$ cat config.mk
export PLATFORM = sky130hd
export DESIGN_NAME = pvc_top
export DESIGN_NICKNAME = d
export VERILOG_FILES = /design/src/verilog/pvc_pkg.sv /design/src/verilog/pvc_fifo.sv /design/src/verilog/pvc_top.sv
export SDC_FILE = /design/constraint.sdc
export NUM_CORES = 2
export LEC_CHECK = 0
export BUFFER_PORTS_ARGS = -buffer_cell sky130_fd_sc_hd__buf_2
export CAP_MARGIN = 30
export CORE_MARGIN = 1.5
export CORE_UTILIZATION = 30
export DETAILED_ROUTE_END_ITERATION = 6
export PLACE_DENSITY = 0.51
export SYNTH_ARGS = -nofsm -noshare
export SYNTH_HDL_FRONTEND = slang
export SYNTH_SLANG_ARGS = --single-unit
$ cat constraint.sdc
create_clock -name pclk -period 30.1 [get_ports pclk]
set_input_delay 4.515 -clock pclk [delete_from_list [all_inputs] [get_ports pclk]]
set_output_delay 4.515 -clock pclk [all_outputs]
set_load 0.02 [all_outputs]
$ cat src/verilog/pvc_pkg.sv
package pvc_pkg;
    // ****************************************
    // register map (byte addresses)
    // ****************************************
    localparam logic [7:0] ADDR_CTRL = 8'h00;
    localparam logic [7:0] ADDR_RANGE = 8'h04;
    localparam logic [7:0] ADDR_SCAL_LO = 8'h08;
    localparam logic [7:0] ADDR_SCAL_HI = 8'h0C;
    localparam logic [7:0] ADDR_GAIN = 8'h10;
    localparam logic [7:0] ADDR_OFFSET = 8'h14;
    localparam logic [7:0] ADDR_FILTER = 8'h18;
    localparam logic [7:0] ADDR_TARGET = 8'h1C;
    localparam logic [7:0] ADDR_PV = 8'h20;
    localparam logic [7:0] ADDR_STATUS = 8'h24;

    // ****************************************
    // field positions
    // ****************************************
    localparam int CTRL_DP_LSB = 0;
    localparam int CTRL_HOLD_LSB = 2;
    localparam int STAT_OVR_BIT = 0;
    localparam int STAT_UND_BIT = 1;
    localparam int STAT_FLASH_BIT = 2;
    localparam int STAT_LIN_BIT = 3;

    // ****************************************
    // hold modes
    // ****************************************
    localparam logic [1:0] HOLD_NONE = 2'h0;
    localparam logic [1:0] HOLD_FIX = 2'h1;
    localparam logic [1:0] HOLD_MAX = 2'h2;
    localparam logic [1:0] HOLD_MIN = 2'h3;

    // ****************************************
    // reset values and limits
    // ****************************************
    localparam logic [1:0] DP_RESET = 2'h0;
    localparam logic [1:0] DP_MAX = 2'h3;
    localparam logic [7:0] RANGE_RESET = 8'h54;      // 84, first linear range
    localparam logic [7:0] RANGE_LIN_FIRST = 8'h54;  // 84
    localparam logic [7:0] RANGE_LIN_LAST = 8'h5A;   // 90
    localparam logic [7:0] RANGE_RTD_A = 8'h35;      // 53
    localparam logic [7:0] RANGE_RTD_B = 8'h3F;      // 63
    localparam logic [7:0] RANGE_RTD_C = 8'h43;      // 67
    localparam logic signed [15:0] RTD_A_LO = -16'sd500;
    localparam logic signed [15:0] RTD_A_HI = 16'sd1000;
    localparam logic signed [15:0] RTD_B_LO = 16'sd0;
    localparam logic signed [15:0] RTD_B_HI = 16'sd2000;
    localparam logic signed [15:0] RTD_C_LO = 16'sd0;
    localparam logic signed [15:0] RTD_C_HI = 16'sd5000;
    localparam logic signed [15:0] SCAL_LO_RESET = 16'sd0;
    localparam logic signed [15:0] SCAL_HI_RESET = 16'sd1000;
    localparam logic signed [15:0] SET_MIN = -16'sd1999;
    localparam logic signed [15:0] SET_MAX = 16'sd9999;
    localparam logic [15:0] GAIN_MIN = 16'd1;
    localparam logic [15:0] GAIN_MAX = 16'd9999;
    localparam logic [15:0] GAIN_RESET = 16'd1000;
    localparam logic [15:0] GAIN_ONE = 16'd1000;      // ratio counts per 1.000
    localparam logic [15:0] FILT_RESET = 16'd0;       // tenths of a second
    localparam logic [15:0] FILT_MAX = 16'd1200;
    localparam logic [15:0] FS_DIV = 16'd10;          // 10 %FS margin
    localparam int ADC_W = 12;

    // ****************************************
    // timing
    // ****************************************
    localparam int PCLK_NS = 40;
    localparam int SAMPLE_NS = 500_000_000;
    localparam int SAMPLE_CYCLES = SAMPLE_NS / PCLK_NS;
    localparam logic [15:0] TS_TENTHS = 16'd5;       // sample period in tenths of a second
    localparam logic [5:0] DIV_STEPS = 6'd32;
endpackage : pvc_pkg

$ cat src/verilog/pvc_fifo.sv
module pvc_fifo #(
    parameter int WIDTH = 16,
    parameter int DEPTH = 16
) (
    input wire logic clk,
    input wire logic rst_n,
    input wire logic in_valid,
    output logic in_ready,
    input wire logic [WIDTH-1:0] in_data,
    output logic out_valid,
    input wire logic out_ready,
    output logic [WIDTH-1:0] out_data
);
    localparam int AW = $clog2(DEPTH);

    initial begin
        if (DEPTH < 2 || (1 << AW) != DEPTH) $error("pvc_fifo: DEPTH must be a power of two, at least 2");
    end

    logic [WIDTH-1:0] mem_q [DEPTH];
    logic [AW:0] wr_q;
    logic [AW:0] rd_q;
    logic push;
    logic pop;

    // full when pointers differ only in the wrap bit
    assign in_ready = !((wr_q[AW] != rd_q[AW]) && (wr_q[AW-1:0] == rd_q[AW-1:0]));
    assign out_valid = (wr_q != rd_q);
    assign out_data = mem_q[rd_q[AW-1:0]];
    assign push = in_valid && in_ready;
    assign pop = out_valid && out_ready;

    // pointers
    always_ff @(posedge clk or negedge rst_n) begin
        if (!rst_n) begin
            wr_q <= '0;
            rd_q <= '0;
        end else begin
            if (push) wr_q <= wr_q + 1'b1;
            if (pop) rd_q <= rd_q + 1'b1;
        end
    end

    // storage has no reset, data only
    always_ff @(posedge clk) begin
        if (push) mem_q[wr_q[AW-1:0]] <= in_data;
    end
endmodule : pvc_fifo

$ cat src/verilog/pvc_top.sv
// The register addresses and the APB slave port were decided locally.
module pvc_top #(
    parameter int SAMPLE_CYCLES = pvc_pkg::SAMPLE_CYCLES,
    parameter int FIFO_DEPTH = 16
) (
    input wire logic pclk,
    input wire logic presetn,
    input wire logic psel,
    input wire logic penable,
    input wire logic pwrite,
    input wire logic [7:0] paddr,
    input wire logic [31:0] pwdata,
    output logic [31:0] prdata,
    output logic pready,
    output logic pslverr,
    input wire logic raw_valid,
    output logic raw_ready,
    input wire logic [15:0] raw_data,
    output logic signed [15:0] pv_value,
    output logic pv_valid,
    output logic pv_flash,
    output logic pv_over_range_alarm,
    output logic pv_under_range_alarm,
    output logic [1:0] decimal_point_select,
    output logic signed [15:0] target_value
);
    initial begin
        if (SAMPLE_CYCLES < 64) $error("pvc_top: SAMPLE_CYCLES too short for one processing pass");
    end

    // ****************************************
    // state
    // ****************************************
    typedef enum logic [2:0] {
        S_IDLE = 3'b000,
        S_LIM = 3'b001,
        S_LIMW = 3'b011,
        S_COMP = 3'b010,
        S_COMPW = 3'b110,
        S_FILT = 3'b111,
        S_FILTW = 3'b101,
        S_OUT = 3'b100
    } pvc_state_t;

    typedef struct packed {
        pvc_state_t st;
        logic [31:0] tick;
        logic [1:0] dp;
        logic [1:0] hold;
        logic [7:0] rng;
        logic signed [15:0] slo;
        logic signed [15:0] shi;
        logic signed [15:0] bias;
        logic signed [15:0] tgt;
        logic [15:0] gain;
        logic [15:0] flt;
        logic signed [31:0] x;
        logic signed [31:0] y;
        logic signed [31:0] filt;
        logic signed [31:0] lol;
        logic signed [31:0] hil;
        logic signed [15:0] pv;
        logic primed;
        logic ovr;
        logic und;
        logic vld;
        logic [31:0] num;
        logic [15:0] den;
        logic [16:0] rem;
        logic [5:0] cnt;
        logic neg;
        logic [31:0] rdata;
    } pvc_regs_t;

    pvc_regs_t q;
    pvc_regs_t d;
    logic smp_valid;
    logic smp_ready;
    logic [15:0] smp_data;

    // ****************************************
    // sample buffer
    // ****************************************
    // words wait here until the next tick; a slow tick stalls the source
    pvc_fifo #(
        .WIDTH(16),
        .DEPTH(FIFO_DEPTH)
    ) u_fifo (
        .clk(pclk),
        .rst_n(presetn),
        .in_valid(raw_valid),
        .in_ready(raw_ready),
        .in_data(raw_data),
        .out_valid(smp_valid),
        .out_ready(smp_ready),
        .out_data(smp_data)
    );

    // ****************************************
    // helpers
    // ****************************************
    function automatic logic [31:0] mag(input logic signed [31:0] v);
        mag = v[31] ? 32'(-v) : 32'(v);
    endfunction : mag

    function automatic logic is_lin(input logic [7:0] r);
        is_lin = (r >= pvc_pkg::RANGE_LIN_FIRST) && (r <= pvc_pkg::RANGE_LIN_LAST);
    endfunction : is_lin

    function automatic logic rng_ok(input logic [7:0] r);
        rng_ok = is_lin(r) || r == pvc_pkg::RANGE_RTD_A || r == pvc_pkg::RANGE_RTD_B || r == pvc_pkg::RANGE_RTD_C;
    endfunction : rng_ok

    // range limits for sensor inputs; linear ranges use the scaling settings
    function automatic logic signed [15:0] eff_lo(input logic [7:0] r, input logic signed [15:0] s);
        unique case (r)
            pvc_pkg::RANGE_RTD_A: eff_lo = pvc_pkg::RTD_A_LO;
            pvc_pkg::RANGE_RTD_B: eff_lo = pvc_pkg::RTD_B_LO;
            pvc_pkg::RANGE_RTD_C: eff_lo = pvc_pkg::RTD_C_LO;
            default: eff_lo = s;
        endcase
    endfunction : eff_lo

    function automatic logic signed [15:0] eff_hi(input logic [7:0] r, input logic signed [15:0] s);
        unique case (r)
            pvc_pkg::RANGE_RTD_A: eff_hi = pvc_pkg::RTD_A_HI;
            pvc_pkg::RANGE_RTD_B: eff_hi = pvc_pkg::RTD_B_HI;
            pvc_pkg::RANGE_RTD_C: eff_hi = pvc_pkg::RTD_C_HI;
            default: eff_hi = s;
        endcase
    endfunction : eff_hi

    function automatic logic set_ok(input logic [31:0] w);
        set_ok = ($signed(w) >= 32'(pvc_pkg::SET_MIN)) && ($signed(w) <= 32'(pvc_pkg::SET_MAX));
    endfunction : set_ok

    logic signed [15:0] lo_e;
    logic signed [15:0] hi_e;
    logic acc;
    logic wr_err;
    logic rd_map;
    logic [31:0] rd_val;
    logic [16:0] rsh;
    logic signed [31:0] span;
    logic signed [31:0] cand;

    assign lo_e = eff_lo(q.rng, q.slo);
    assign hi_e = eff_hi(q.rng, q.shi);
    assign acc = psel && penable;
    assign span = 32'(hi_e) - 32'(lo_e);

    // ****************************************
    // apb decode
    // ****************************************
    // read mux, sampled in the setup cycle so prdata is a flop
    always_comb begin
        rd_map = 1'b1;
        rd_val = '0;
        unique case (paddr)
            pvc_pkg::ADDR_CTRL: begin
                rd_val[pvc_pkg::CTRL_DP_LSB +: 2] = q.dp;
                rd_val[pvc_pkg::CTRL_HOLD_LSB +: 2] = q.hold;
            end
            pvc_pkg::ADDR_RANGE: rd_val[7:0] = q.rng;
            pvc_pkg::ADDR_SCAL_LO: rd_val = 32'(lo_e);
            pvc_pkg::ADDR_SCAL_HI: rd_val = 32'(hi_e);
            pvc_pkg::ADDR_GAIN: rd_val[15:0] = q.gain;
            pvc_pkg::ADDR_OFFSET: rd_val = 32'(q.bias);
            pvc_pkg::ADDR_FILTER: rd_val[15:0] = q.flt;
            pvc_pkg::ADDR_TARGET: rd_val = 32'(q.tgt);
            pvc_pkg::ADDR_PV: rd_val = 32'(q.pv);
            pvc_pkg::ADDR_STATUS: begin
                rd_val[pvc_pkg::STAT_OVR_BIT] = q.ovr;
                rd_val[pvc_pkg::STAT_UND_BIT] = q.und;
                rd_val[pvc_pkg::STAT_FLASH_BIT] = (q.hold != pvc_pkg::HOLD_NONE);
                rd_val[pvc_pkg::STAT_LIN_BIT] = is_lin(q.rng);
            end
            default: rd_map = 1'b0;
        endcase
    end

    // write checks: out-of-range values are refused with pslverr, nothing stored
    always_comb begin
        wr_err = 1'b0;
        unique case (paddr)
            pvc_pkg::ADDR_CTRL: wr_err = 1'b0;
            pvc_pkg::ADDR_RANGE: wr_err = !rng_ok(pwdata[7:0]) || (pwdata[31:8] != '0);
            pvc_pkg::ADDR_SCAL_LO, pvc_pkg::ADDR_SCAL_HI: wr_err = !is_lin(q.rng) || !set_ok(pwdata);
            pvc_pkg::ADDR_GAIN: wr_err = (pwdata < 32'(pvc_pkg::GAIN_MIN)) || (pwdata > 32'(pvc_pkg::GAIN_MAX));
            pvc_pkg::ADDR_OFFSET, pvc_pkg::ADDR_TARGET: wr_err = !set_ok(pwdata);
            pvc_pkg::ADDR_FILTER: wr_err = pwdata > 32'(pvc_pkg::FILT_MAX);
            default: wr_err = 1'b1;
        endcase
    end

    assign pready = 1'b1;
    assign pslverr = acc && (pwrite ? wr_err : !rd_map);
    assign prdata = q.rdata;
    assign smp_ready = (q.st == S_IDLE) && (q.tick == '0);

    // ****************************************
    // next state
    // ****************************************
    always_comb begin
        d = q;
        d.vld = 1'b0;
        rsh = '0;
        cand = '0;
        if (psel && !penable && !pwrite) begin
            d.rdata = rd_map ? rd_val : '0;
        end
        // register writes take effect in the access cycle
        if (acc && pwrite && !wr_err) begin
            unique case (paddr)
                pvc_pkg::ADDR_CTRL: begin
                    // dependent settings hold raw counts, so the point moves with them
                    d.dp = pwdata[pvc_pkg::CTRL_DP_LSB +: 2];
                    d.hold = pwdata[pvc_pkg::CTRL_HOLD_LSB +: 2];
                end
                pvc_pkg::ADDR_RANGE: begin
                    d.rng = pwdata[7:0];
                    if (is_lin(pwdata[7:0])) begin
                        d.slo = pvc_pkg::SCAL_LO_RESET;
                        d.shi = pvc_pkg::SCAL_HI_RESET;
                    end
                end
                pvc_pkg::ADDR_SCAL_LO: d.slo = pwdata[15:0];
                pvc_pkg::ADDR_SCAL_HI: d.shi = pwdata[15:0];
                pvc_pkg::ADDR_GAIN: d.gain = pwdata[15:0];
                pvc_pkg::ADDR_OFFSET: d.bias = pwdata[15:0];
                pvc_pkg::ADDR_FILTER: d.flt = pwdata[15:0];
                pvc_pkg::ADDR_TARGET: d.tgt = pwdata[15:0];
                default: d.tgt = q.tgt;
            endcase
        end
        // sampling tick: the counter runs whether or not a word is waiting
        d.tick = (q.tick == '0) ? 32'(SAMPLE_CYCLES - 1) : q.tick - 32'd1;
        // shared restoring divider, one quotient bit per cycle
        if (q.cnt != '0) begin
            rsh = {q.rem[15:0], q.num[31]};
            d.num = {q.num[30:0], 1'b0};
            d.rem = rsh;
            if (rsh >= {1'b0, q.den}) begin
                d.rem = rsh - {1'b0, q.den};
                d.num[0] = 1'b1;
            end
            d.cnt = q.cnt - 6'd1;
        end
        unique case (q.st)
            S_IDLE: begin
                if (smp_ready && smp_valid) begin
                    // linear inputs scale a full-span code onto lo..hi
                    if (is_lin(q.rng)) begin
                        d.x = 32'(lo_e) + ((span * $signed({1'b0, smp_data[pvc_pkg::ADC_W-1:0]})) >>>
                            pvc_pkg::ADC_W);
                    end else begin
                        d.x = 32'($signed(smp_data));
                    end
                    d.st = S_LIM;
                end
            end
            S_LIM: begin
                d.num = mag(span);
                d.den = pvc_pkg::FS_DIV;
                d.rem = '0;
                d.cnt = pvc_pkg::DIV_STEPS;
                d.st = S_LIMW;
            end
            S_LIMW: begin
                if (q.cnt == '0) begin
                    d.lol = 32'(lo_e) - 32'(q.num);
                    d.hil = 32'(hi_e) + 32'(q.num);
                    d.ovr = q.x > d.hil;
                    d.und = q.x < d.lol;
                    d.st = S_COMP;
                end
            end
            S_COMP: begin
                d.num = mag(q.x * 32'($signed({1'b0, q.gain})));
                d.neg = q.x[31];
                d.den = pvc_pkg::GAIN_ONE;
                d.rem = '0;
                d.cnt = pvc_pkg::DIV_STEPS;
                d.st = S_COMPW;
            end
            S_COMPW: begin
                if (q.cnt == '0) begin
                    d.y = (q.neg ? 32'(-$signed(q.num)) : $signed(q.num)) + 32'(q.bias);
                    d.st = S_FILT;
                end
            end
            S_FILT: begin
                // first sample seeds the filter so it does not ramp up from zero
                if (q.flt == '0 || !q.primed) begin
                    d.filt = q.y;
                    d.primed = 1'b1;
                    d.st = S_OUT;
                end else begin
                    // divisor T/Ts+1 in tenths: (T+Ts)/Ts, so scale the step by Ts
                    d.num = mag((q.y - q.filt) * 32'($signed({1'b0, pvc_pkg::TS_TENTHS})));
                    d.neg = (q.y < q.filt);
                    d.den = q.flt + pvc_pkg::TS_TENTHS;
                    d.rem = '0;
                    d.cnt = pvc_pkg::DIV_STEPS;
                    d.st = S_FILTW;
                end
            end
            S_FILTW: begin
                if (q.cnt == '0) begin
                    d.filt = q.neg ? q.filt - $signed(q.num) : q.filt + $signed(q.num);
                    d.st = S_OUT;
                end
            end
            S_OUT: begin
                // hold, then clamp; the filter keeps tracking underneath a hold
                unique case (q.hold)
                    pvc_pkg::HOLD_FIX: cand = 32'(q.pv);
                    pvc_pkg::HOLD_MAX: cand = (q.filt > 32'(q.pv)) ? q.filt : 32'(q.pv);
                    pvc_pkg::HOLD_MIN: cand = (q.filt < 32'(q.pv)) ? q.filt : 32'(q.pv);
                    default: cand = q.filt;
                endcase
                if (cand > q.hil) cand = q.hil;
                if (cand < q.lol) cand = q.lol;
                d.pv = cand[15:0];
                d.vld = 1'b1;
                d.st = S_IDLE;
            end
        endcase
    end

    // ****************************************
    // registers
    // ****************************************
    always_ff @(posedge pclk or negedge presetn) begin
        if (!presetn) begin
            q <= '{
                st: S_IDLE, tick: 32'h0000_0000, dp: pvc_pkg::DP_RESET, hold: pvc_pkg::HOLD_NONE,
                rng: pvc_pkg::RANGE_RESET, slo: pvc_pkg::SCAL_LO_RESET, shi: pvc_pkg::SCAL_HI_RESET,
                bias: 16'sh0000, tgt: 16'sh0000, gain: pvc_pkg::GAIN_RESET, flt: pvc_pkg::FILT_RESET,
                x: 32'sh0000_0000, y: 32'sh0000_0000, filt: 32'sh0000_0000, lol: 32'sh0000_0000,
                hil: 32'sh0000_0000, pv: 16'sh0000, primed: 1'b0, ovr: 1'b0, und: 1'b0, vld: 1'b0,
                num: 32'h0000_0000, den: 16'h0001, rem: 17'h0_0000, cnt: 6'h00, neg: 1'b0,
                rdata: 32'h0000_0000
            };
        end else begin
            q <= d;
        end
    end

    // ****************************************
    // outputs
    // ****************************************
    assign pv_value = q.pv;
    assign pv_valid = q.vld;
    assign pv_flash = (q.hold != pvc_pkg::HOLD_NONE);
    assign pv_over_range_alarm = q.ovr;
    assign pv_under_range_alarm = q.und;
    assign decimal_point_select = q.dp;
    assign target_value = q.tgt;
endmodule : pvc_top

# == After elaboration in Yosys (flattened, before gate mapping) ==
# Memory sizes are Yosys's and may differ from the RTL's.
# Index checks and enable logic that the tools add are counted.
# op_classes
eq_ne,35
addsub,18
reduce_logical,62
multipliers,3
order_cmp,17
muxes,46
# op_table
operator,count
32-bit 2-to-1 mux,17
71-bit one-hot mux with 3 select lines,1
32-bit < comparator,3
32-bit negator,3
16-bit one-hot mux with 2 select lines,3
32-bit one-hot mux with 3 select lines,1
32-bit subtractor,3
16-bit one-hot mux with 5 select lines,1
72-bit 2-to-1 mux,1
32-bit adder,2
32-bit greater-than comparator,2
32-bit one-hot mux with 2 select lines,1
8-bit one-hot mux with 7 select lines,1
"8-bit by 6-bit equality test with 1-bit output, second input constant",6
16-bit one-hot mux with 3 select lines,1
4-bit one-hot mux with 10 select lines,1
32-bit by 16-bit adder with 32-bit output,1
"8-bit by 5-bit equality test with 1-bit output, second input constant",4
"32-bit by 12-bit >= comparator with 1-bit output, second input constant",1
"32-bit by 11-bit greater-than comparator with 1-bit output, second input constant",1
"32-bit by 14-bit greater-than comparator with 1-bit output, second input constant",1
32-bit by 16-bit greater-than comparator with 1-bit output,1
"32-bit by 15-bit <= comparator with 1-bit output, second input constant",1
32-bit logical NOT,1
other kinds (54),123
# word_totals
word_cells,211
regBits,437
output_inout_bits,73
mem_count,1
inputBits,62
mem_bits_rw,256
# memory_table
name,words,word_bits,read_ports,rd_ports_with_merged_regs,write_ports,line_no,text
u_fifo.mem_q,16,16,1,0,1,pvc_fifo.sv:20,logic [WIDTH-1:0] mem_q [DEPTH];

# == Logic depth before layout (Yosys ltp) ==
# logic_depth
ltp_word,11
ltp_mapped,48
mapped_depth_nobuf,48

# == Cells and area by module ==
# Synthesis repeated with hierarchy kept, for this count alone.
# hier_totals
hier_cells,7185
hier_area_um2,66346.1
# modules_own_cells
mod,n_inst,area_each_um2,seq_area_each_um2,cells_each
pvc_top,1,56016.2,9979.6,6711
pvc_fifo,1,10329.9,7937.6,474

# == Worst setup path before layout ==
# No wires, ideal clock.
# synth_path
kind,input to output
startpoint,in paddr[4]
endpoint,out pslverr
slack_ns,18.798
t_arrival_ns,6.787
stages,9
required_ns,25.585
path_buffers,2
path_cell_list,clkbuf_1 -> nor4_1 -> and3_1 -> clkbuf_1 -> o41ai_1 -> a31o_2 -> o2111ai_1 -> nor4_1 -> a211oi_1
# synth_between
elab_chain_cells,6
word_cells_on_any_way,18
cone_classes,eq/ne: 9; mux: 3; reduce/logical: 6
# synth_rtl
element,line_no,text
"start, declared",pvc_top.sv:11,"input wire logic [7:0] paddr,"
"8-bit by 5-bit equality test with 1-bit output, or another cell as far along","pvc_top.sv:159, pvc_top.sv:185",
10-bit OR reduction (no line),--,
1-bit 2-to-1 mux,pvc_top.sv:159,unique case (paddr)
1-bit logical NOT,pvc_top.sv:197,assign pslverr = acc && (pwrite ? wr_err : !rd_map);
1-bit 2-to-1 mux (*),pvc_top.sv:197,
1-bit logical AND (*),pvc_top.sv:197,
"end, declared",pvc_top.sv:15,"output logic pslverr,"
# Every way passes the cells marked *; elsewhere a longest branch is shown, timed or not.

# == Worst setup path in the final report ==
# layout_path
startpoint,reg q[386] (netlist name)
endpoint,reg q[282] (netlist name)
# layout_between
elab_chain_cells,7
word_cells_on_any_way,13
cone_classes,add/sub: 2; mul: 1; order compare: 2; eq/ne: 3; mux: 3; reduce/logical: 2
# layout_rtl
element,line_no,text
"start, declared",pvc_top.sv:75,pvc_regs_t q;
"start signal, assigned",pvc_top.sv:336,q <= '{
8-bit by 7-bit equality test with 1-bit output / 8-bit by 6-bit equality test with 1-bit output (equally long branches),"pvc_top.sv:116, pvc_top.sv:125",
2-bit OR reduction (no line),--,
16-bit one-hot mux with 2 select lines,pvc_top.sv:116,unique case (r)
16-bit by 16-bit subtractor with 17-bit output,pvc_top.sv:150,assign span = 32'(hi_e) - 32'(lo_e);
17-bit by 13-bit multiplier with 30-bit output,pvc_top.sv:254,"d.x = 32'(lo_e) + ((span * $signed({1'b0, smp_data[pvc_pkg::ADC_W-1:0]})) >>>"
16-bit by 18-bit adder with 19-bit output,pvc_top.sv:254,
32-bit 2-to-1 mux (*),pvc_top.sv:253,if (is_lin(q.rng)) begin
# Marked as above.
# A chain may end at the register's enable or synchronous reset.

==> metrics.cfg <==
[power_and_ir_drop]
p_per_area_nw_per_um2=31.9
p_leak_nw=33.0
p_int_w=0.00167
seqPwrFrac=0.438
p_sw_frac=0.278
peakVddDrop_v=0.0000473
p_sw_w=0.000644
combPwrFrac=0.115
clkPwrFrac=0.447

[clock_network]
htree_levels=3
path_clk_slew_ns=0.06
cts_num_sinks=664
insertion_delay_ns=0.76
post_cts_resized=0
postCtsHoldBufs=0
cts_tree=done
cts_buffer_depth=3
cts_setup_buffers=0
root_buffer=clkbuf_16
cts_inserted_buffers=80

[detailed_routing]
drt_iter0_drc=4289
wl_per_cell_um=22.8
wl_um=229000
firstDrtPassIters=6
antenna_left=0
via_count=52655
drcViolationCount=0
avgViaCountPerCell=5.24

[floorplanning]
dieArea_um2=223000
rows=171
die_h_um=472
start_util=0.303
io_pins=135
core_um2=218000
dieWidth_um=472

[timing]
period_share=0.406
min_period_ns=12.23
worst_slew_pin_slew_ns=1.07
relSlewSlack=0.278
drv_slew=0
max_freq_ghz=0.0818
setup_ws_ns=17.87
setup-violations-final=0
final-hold-violation-count=0
rsz0062_at_grt=false
clock_skew_ns=0.0818
tns_ns=0

[setup_path]
crit_fanout=24
cp-start-kind=register
worst-path-buf-inv=3
crit_type=register to register
r2r-start=q[386]$_DFFE_PN1P_
crit_start=q[386]$_DFFE_PN1P_
required_ns=30.76
r2r_cells=39
crit_family=compound AO/OA/AOI/OAI gates
endpoint_kind=register
r2r_setup_slack_ns=17.87
critPathArrivalTime_ns=12.89
r2r-end=q[282]$_DFFE_PN0P_
cpMostUsedCell=o21ai_0
critical_path_cell_count=39
cpMaxStageDelayCell=nand2_1
crit_end=q[282]$_DFFE_PN0P_
critical_path.max_stage_delay_ns=0.63

[logic_synthesis]
synth_common_cells=inv_1, nand2_1, ha_1
synth_most_common_cell=inv_1
avgSynthCellArea_um2=9.23
async_reset_ff_frac=0.614
synth_fp_nets=8260
yosys.cell_types.count=104
synth_top_area_share=0.149
synthTopCellsByArea=dfrtp_1, fa_1, edfxtp_1
synth_area_leader_cell=dfrtp_1
yosysWarnings=0
netlist_area_um2=66000
synth-edff-count=256
synth_seq_cells=664
ys_seq_area_frac=0.272
synth_cells=7144
ys.flop_type=dfrtp_1

[place]
dp_slack_ns=18.10
dp.final_hpwl_um=178000
portBuffers=133
place_congestion=0.957

[status]
status=finished clean

[min_path]
hold_path_class=register to register
hold_depth=2
hp-start=q[154]$_DFFE_PN0P_

[grt]
grt-ovfl-total=0
antenna_found_initial=20
grt_max_degree=91
grt_use_total=0.202
grt_pass1_vias=52145
grt_pass1_wl_um=342000

[layout]
drive_gt1_frac=0.0931
layout.nets=8246
multi_input_area_um2=43300
seq_area_um2=17900
area_growth_pct=10.2
fill_cells=22506

[job]
max-cap-violations=0

## cell families after synthesis
group / synth area share
simple gates: 0.145
compound gates: 0.145
buf+inv: 0.0732
fa+ha+maj: 0.254
flops: 0.272
xor+xnor: 0.0600
mux: 0.0512
other cells: 0.0000569
## layout make-up
class,count,area share
sequential,664,0.247
inverter,856,0.0442
antenna,5,0.000172
tap,2854,0.0491
multi-input combinational,5264,0.597
clock inverter,27,0.00622
timing repair buffer,264,0.0249
clock buffer,118,0.0321
## power groups by stage
stage               Combinational [W]  Clock [W]  Sequential, W
floorplan                    0.000169          0        0.00102
global placement             0.000265          0        0.00103
detailed placement           0.000268          0        0.00103
CTS                          0.000270    0.00106        0.00101
global route                 0.000298    0.00110        0.00102
finish                       0.000267    0.00104        0.00101
## layer usage
layer,GRT usage,up-vias,part of all wire
met3,0.0282,297,0.060
li1,-,24429,-
met4,0.0664,8,0.036
met2,0.329,1529,0.46
met1,0.276,26392,0.44
met5,0,-,0.00024
## sequential cells by signal, indices dropped and copies added, names as in the netlist, 2 cells and up, named ones only
name,count
u_fifo.rd_q,5
u_fifo.mem_q,256
decimal_point_select,2
pv_value,16
target_value,16
prdata,17
u_fifo.wr_q,5
q,342
## stage by stage
stage / hold WS (ns) / total power (W) / utilization / cells / area, um^2
detailed placement: 0.470 / 0.00130 / 0.320 / 9898 / 69800
global route: 0.501 / 0.00241 / 0.334 / 10048 / 72700
finish: 0.475 / 0.00232 / 0.334 / 10052 / 72700
floorplan: 0.448 / 0.00119 / - / 7144 / 66000
CTS: 0.483 / 0.00234 / 0.333 / 10043 / 72600
global placement: 0.464 / 0.00129 / 0.320 / 9888 / 69600
## placed cells by master, fill, tap and decap left out, types with 19 or more instances in the layout
cell | synthesis | routed
fa_1 | 473 | 473
o21bai_1 | 35 | 35
nand3_1 | 97 | 95
a22o_1 | 29 | 29
nor2_1 | 456 | 440
nand2_1 | 760 | 759
o31ai_1 | 31 | 31
clkbuf_8 | 0 | 19
or3_1 | 35 | 34
mux4_2 | 74 | 74
a221oi_1 | 24 | 24
a21o_1 | 133 | 133
and2_1 | 160 | 160
a31oi_1 | 53 | 53
nor4_1 | 43 | 43
o21a_1 | 61 | 61
a221o_1 | 34 | 34
nor2b_1 | 68 | 68
nor3_1 | 103 | 96
inv_1 | 856 | 856
dfrtp_1 | 392 | 387
xnor2_1 | 319 | 318
o211ai_1 | 26 | 26
o21ai_0 | 426 | 425
xor2_1 | 131 | 131
a21oi_1 | 375 | 375
mux2_2 | 88 | 88
mux2i_1 | 71 | 71
o21ai_1 | 20 | 19
or2_2 | 28 | 28
nand2b_1 | 71 | 71
buf_4 | 68 | 119
buf_2 | 8 | 133
edfxtp_1 | 256 | 256
nand4_1 | 62 | 62
clkbuf_1 | 262 | 19
clkbuf_16 | 0 | 80
ha_1 | 581 | 581
a211oi_1 | 51 | 51
and3_1 | 66 | 65
## worst register-to-register path, delay by kind of cell, from the launching register on
family	cells	cell delay (ns)
and+or+nand+nor	9	3.19
buffers and inverters	3	0.17
AOI/OAI and AO/OA	18	4.94
DFF	1	0.54
muxes	1	0.18
xor gates and xnor gates	1	0.15
adders and majority gates	7	2.96
## how the worst min path moves through the flow
stage / end / slack (ns)
floorplan: q[107]$_DFFE_PN0P_ / 0.45
global placement: q[147]$_DFFE_PN0P_ / 0.46
detailed placement: q[143]$_DFFE_PN0P_ / 0.47
CTS: q[154]$_DFFE_PN0P_ / 0.48
global route: q[154]$_DFFE_PN0P_ / 0.50
finish: q[154]$_DFFE_PN0P_ / 0.47
No activity file was read; power rests on OpenSTA's default activity.
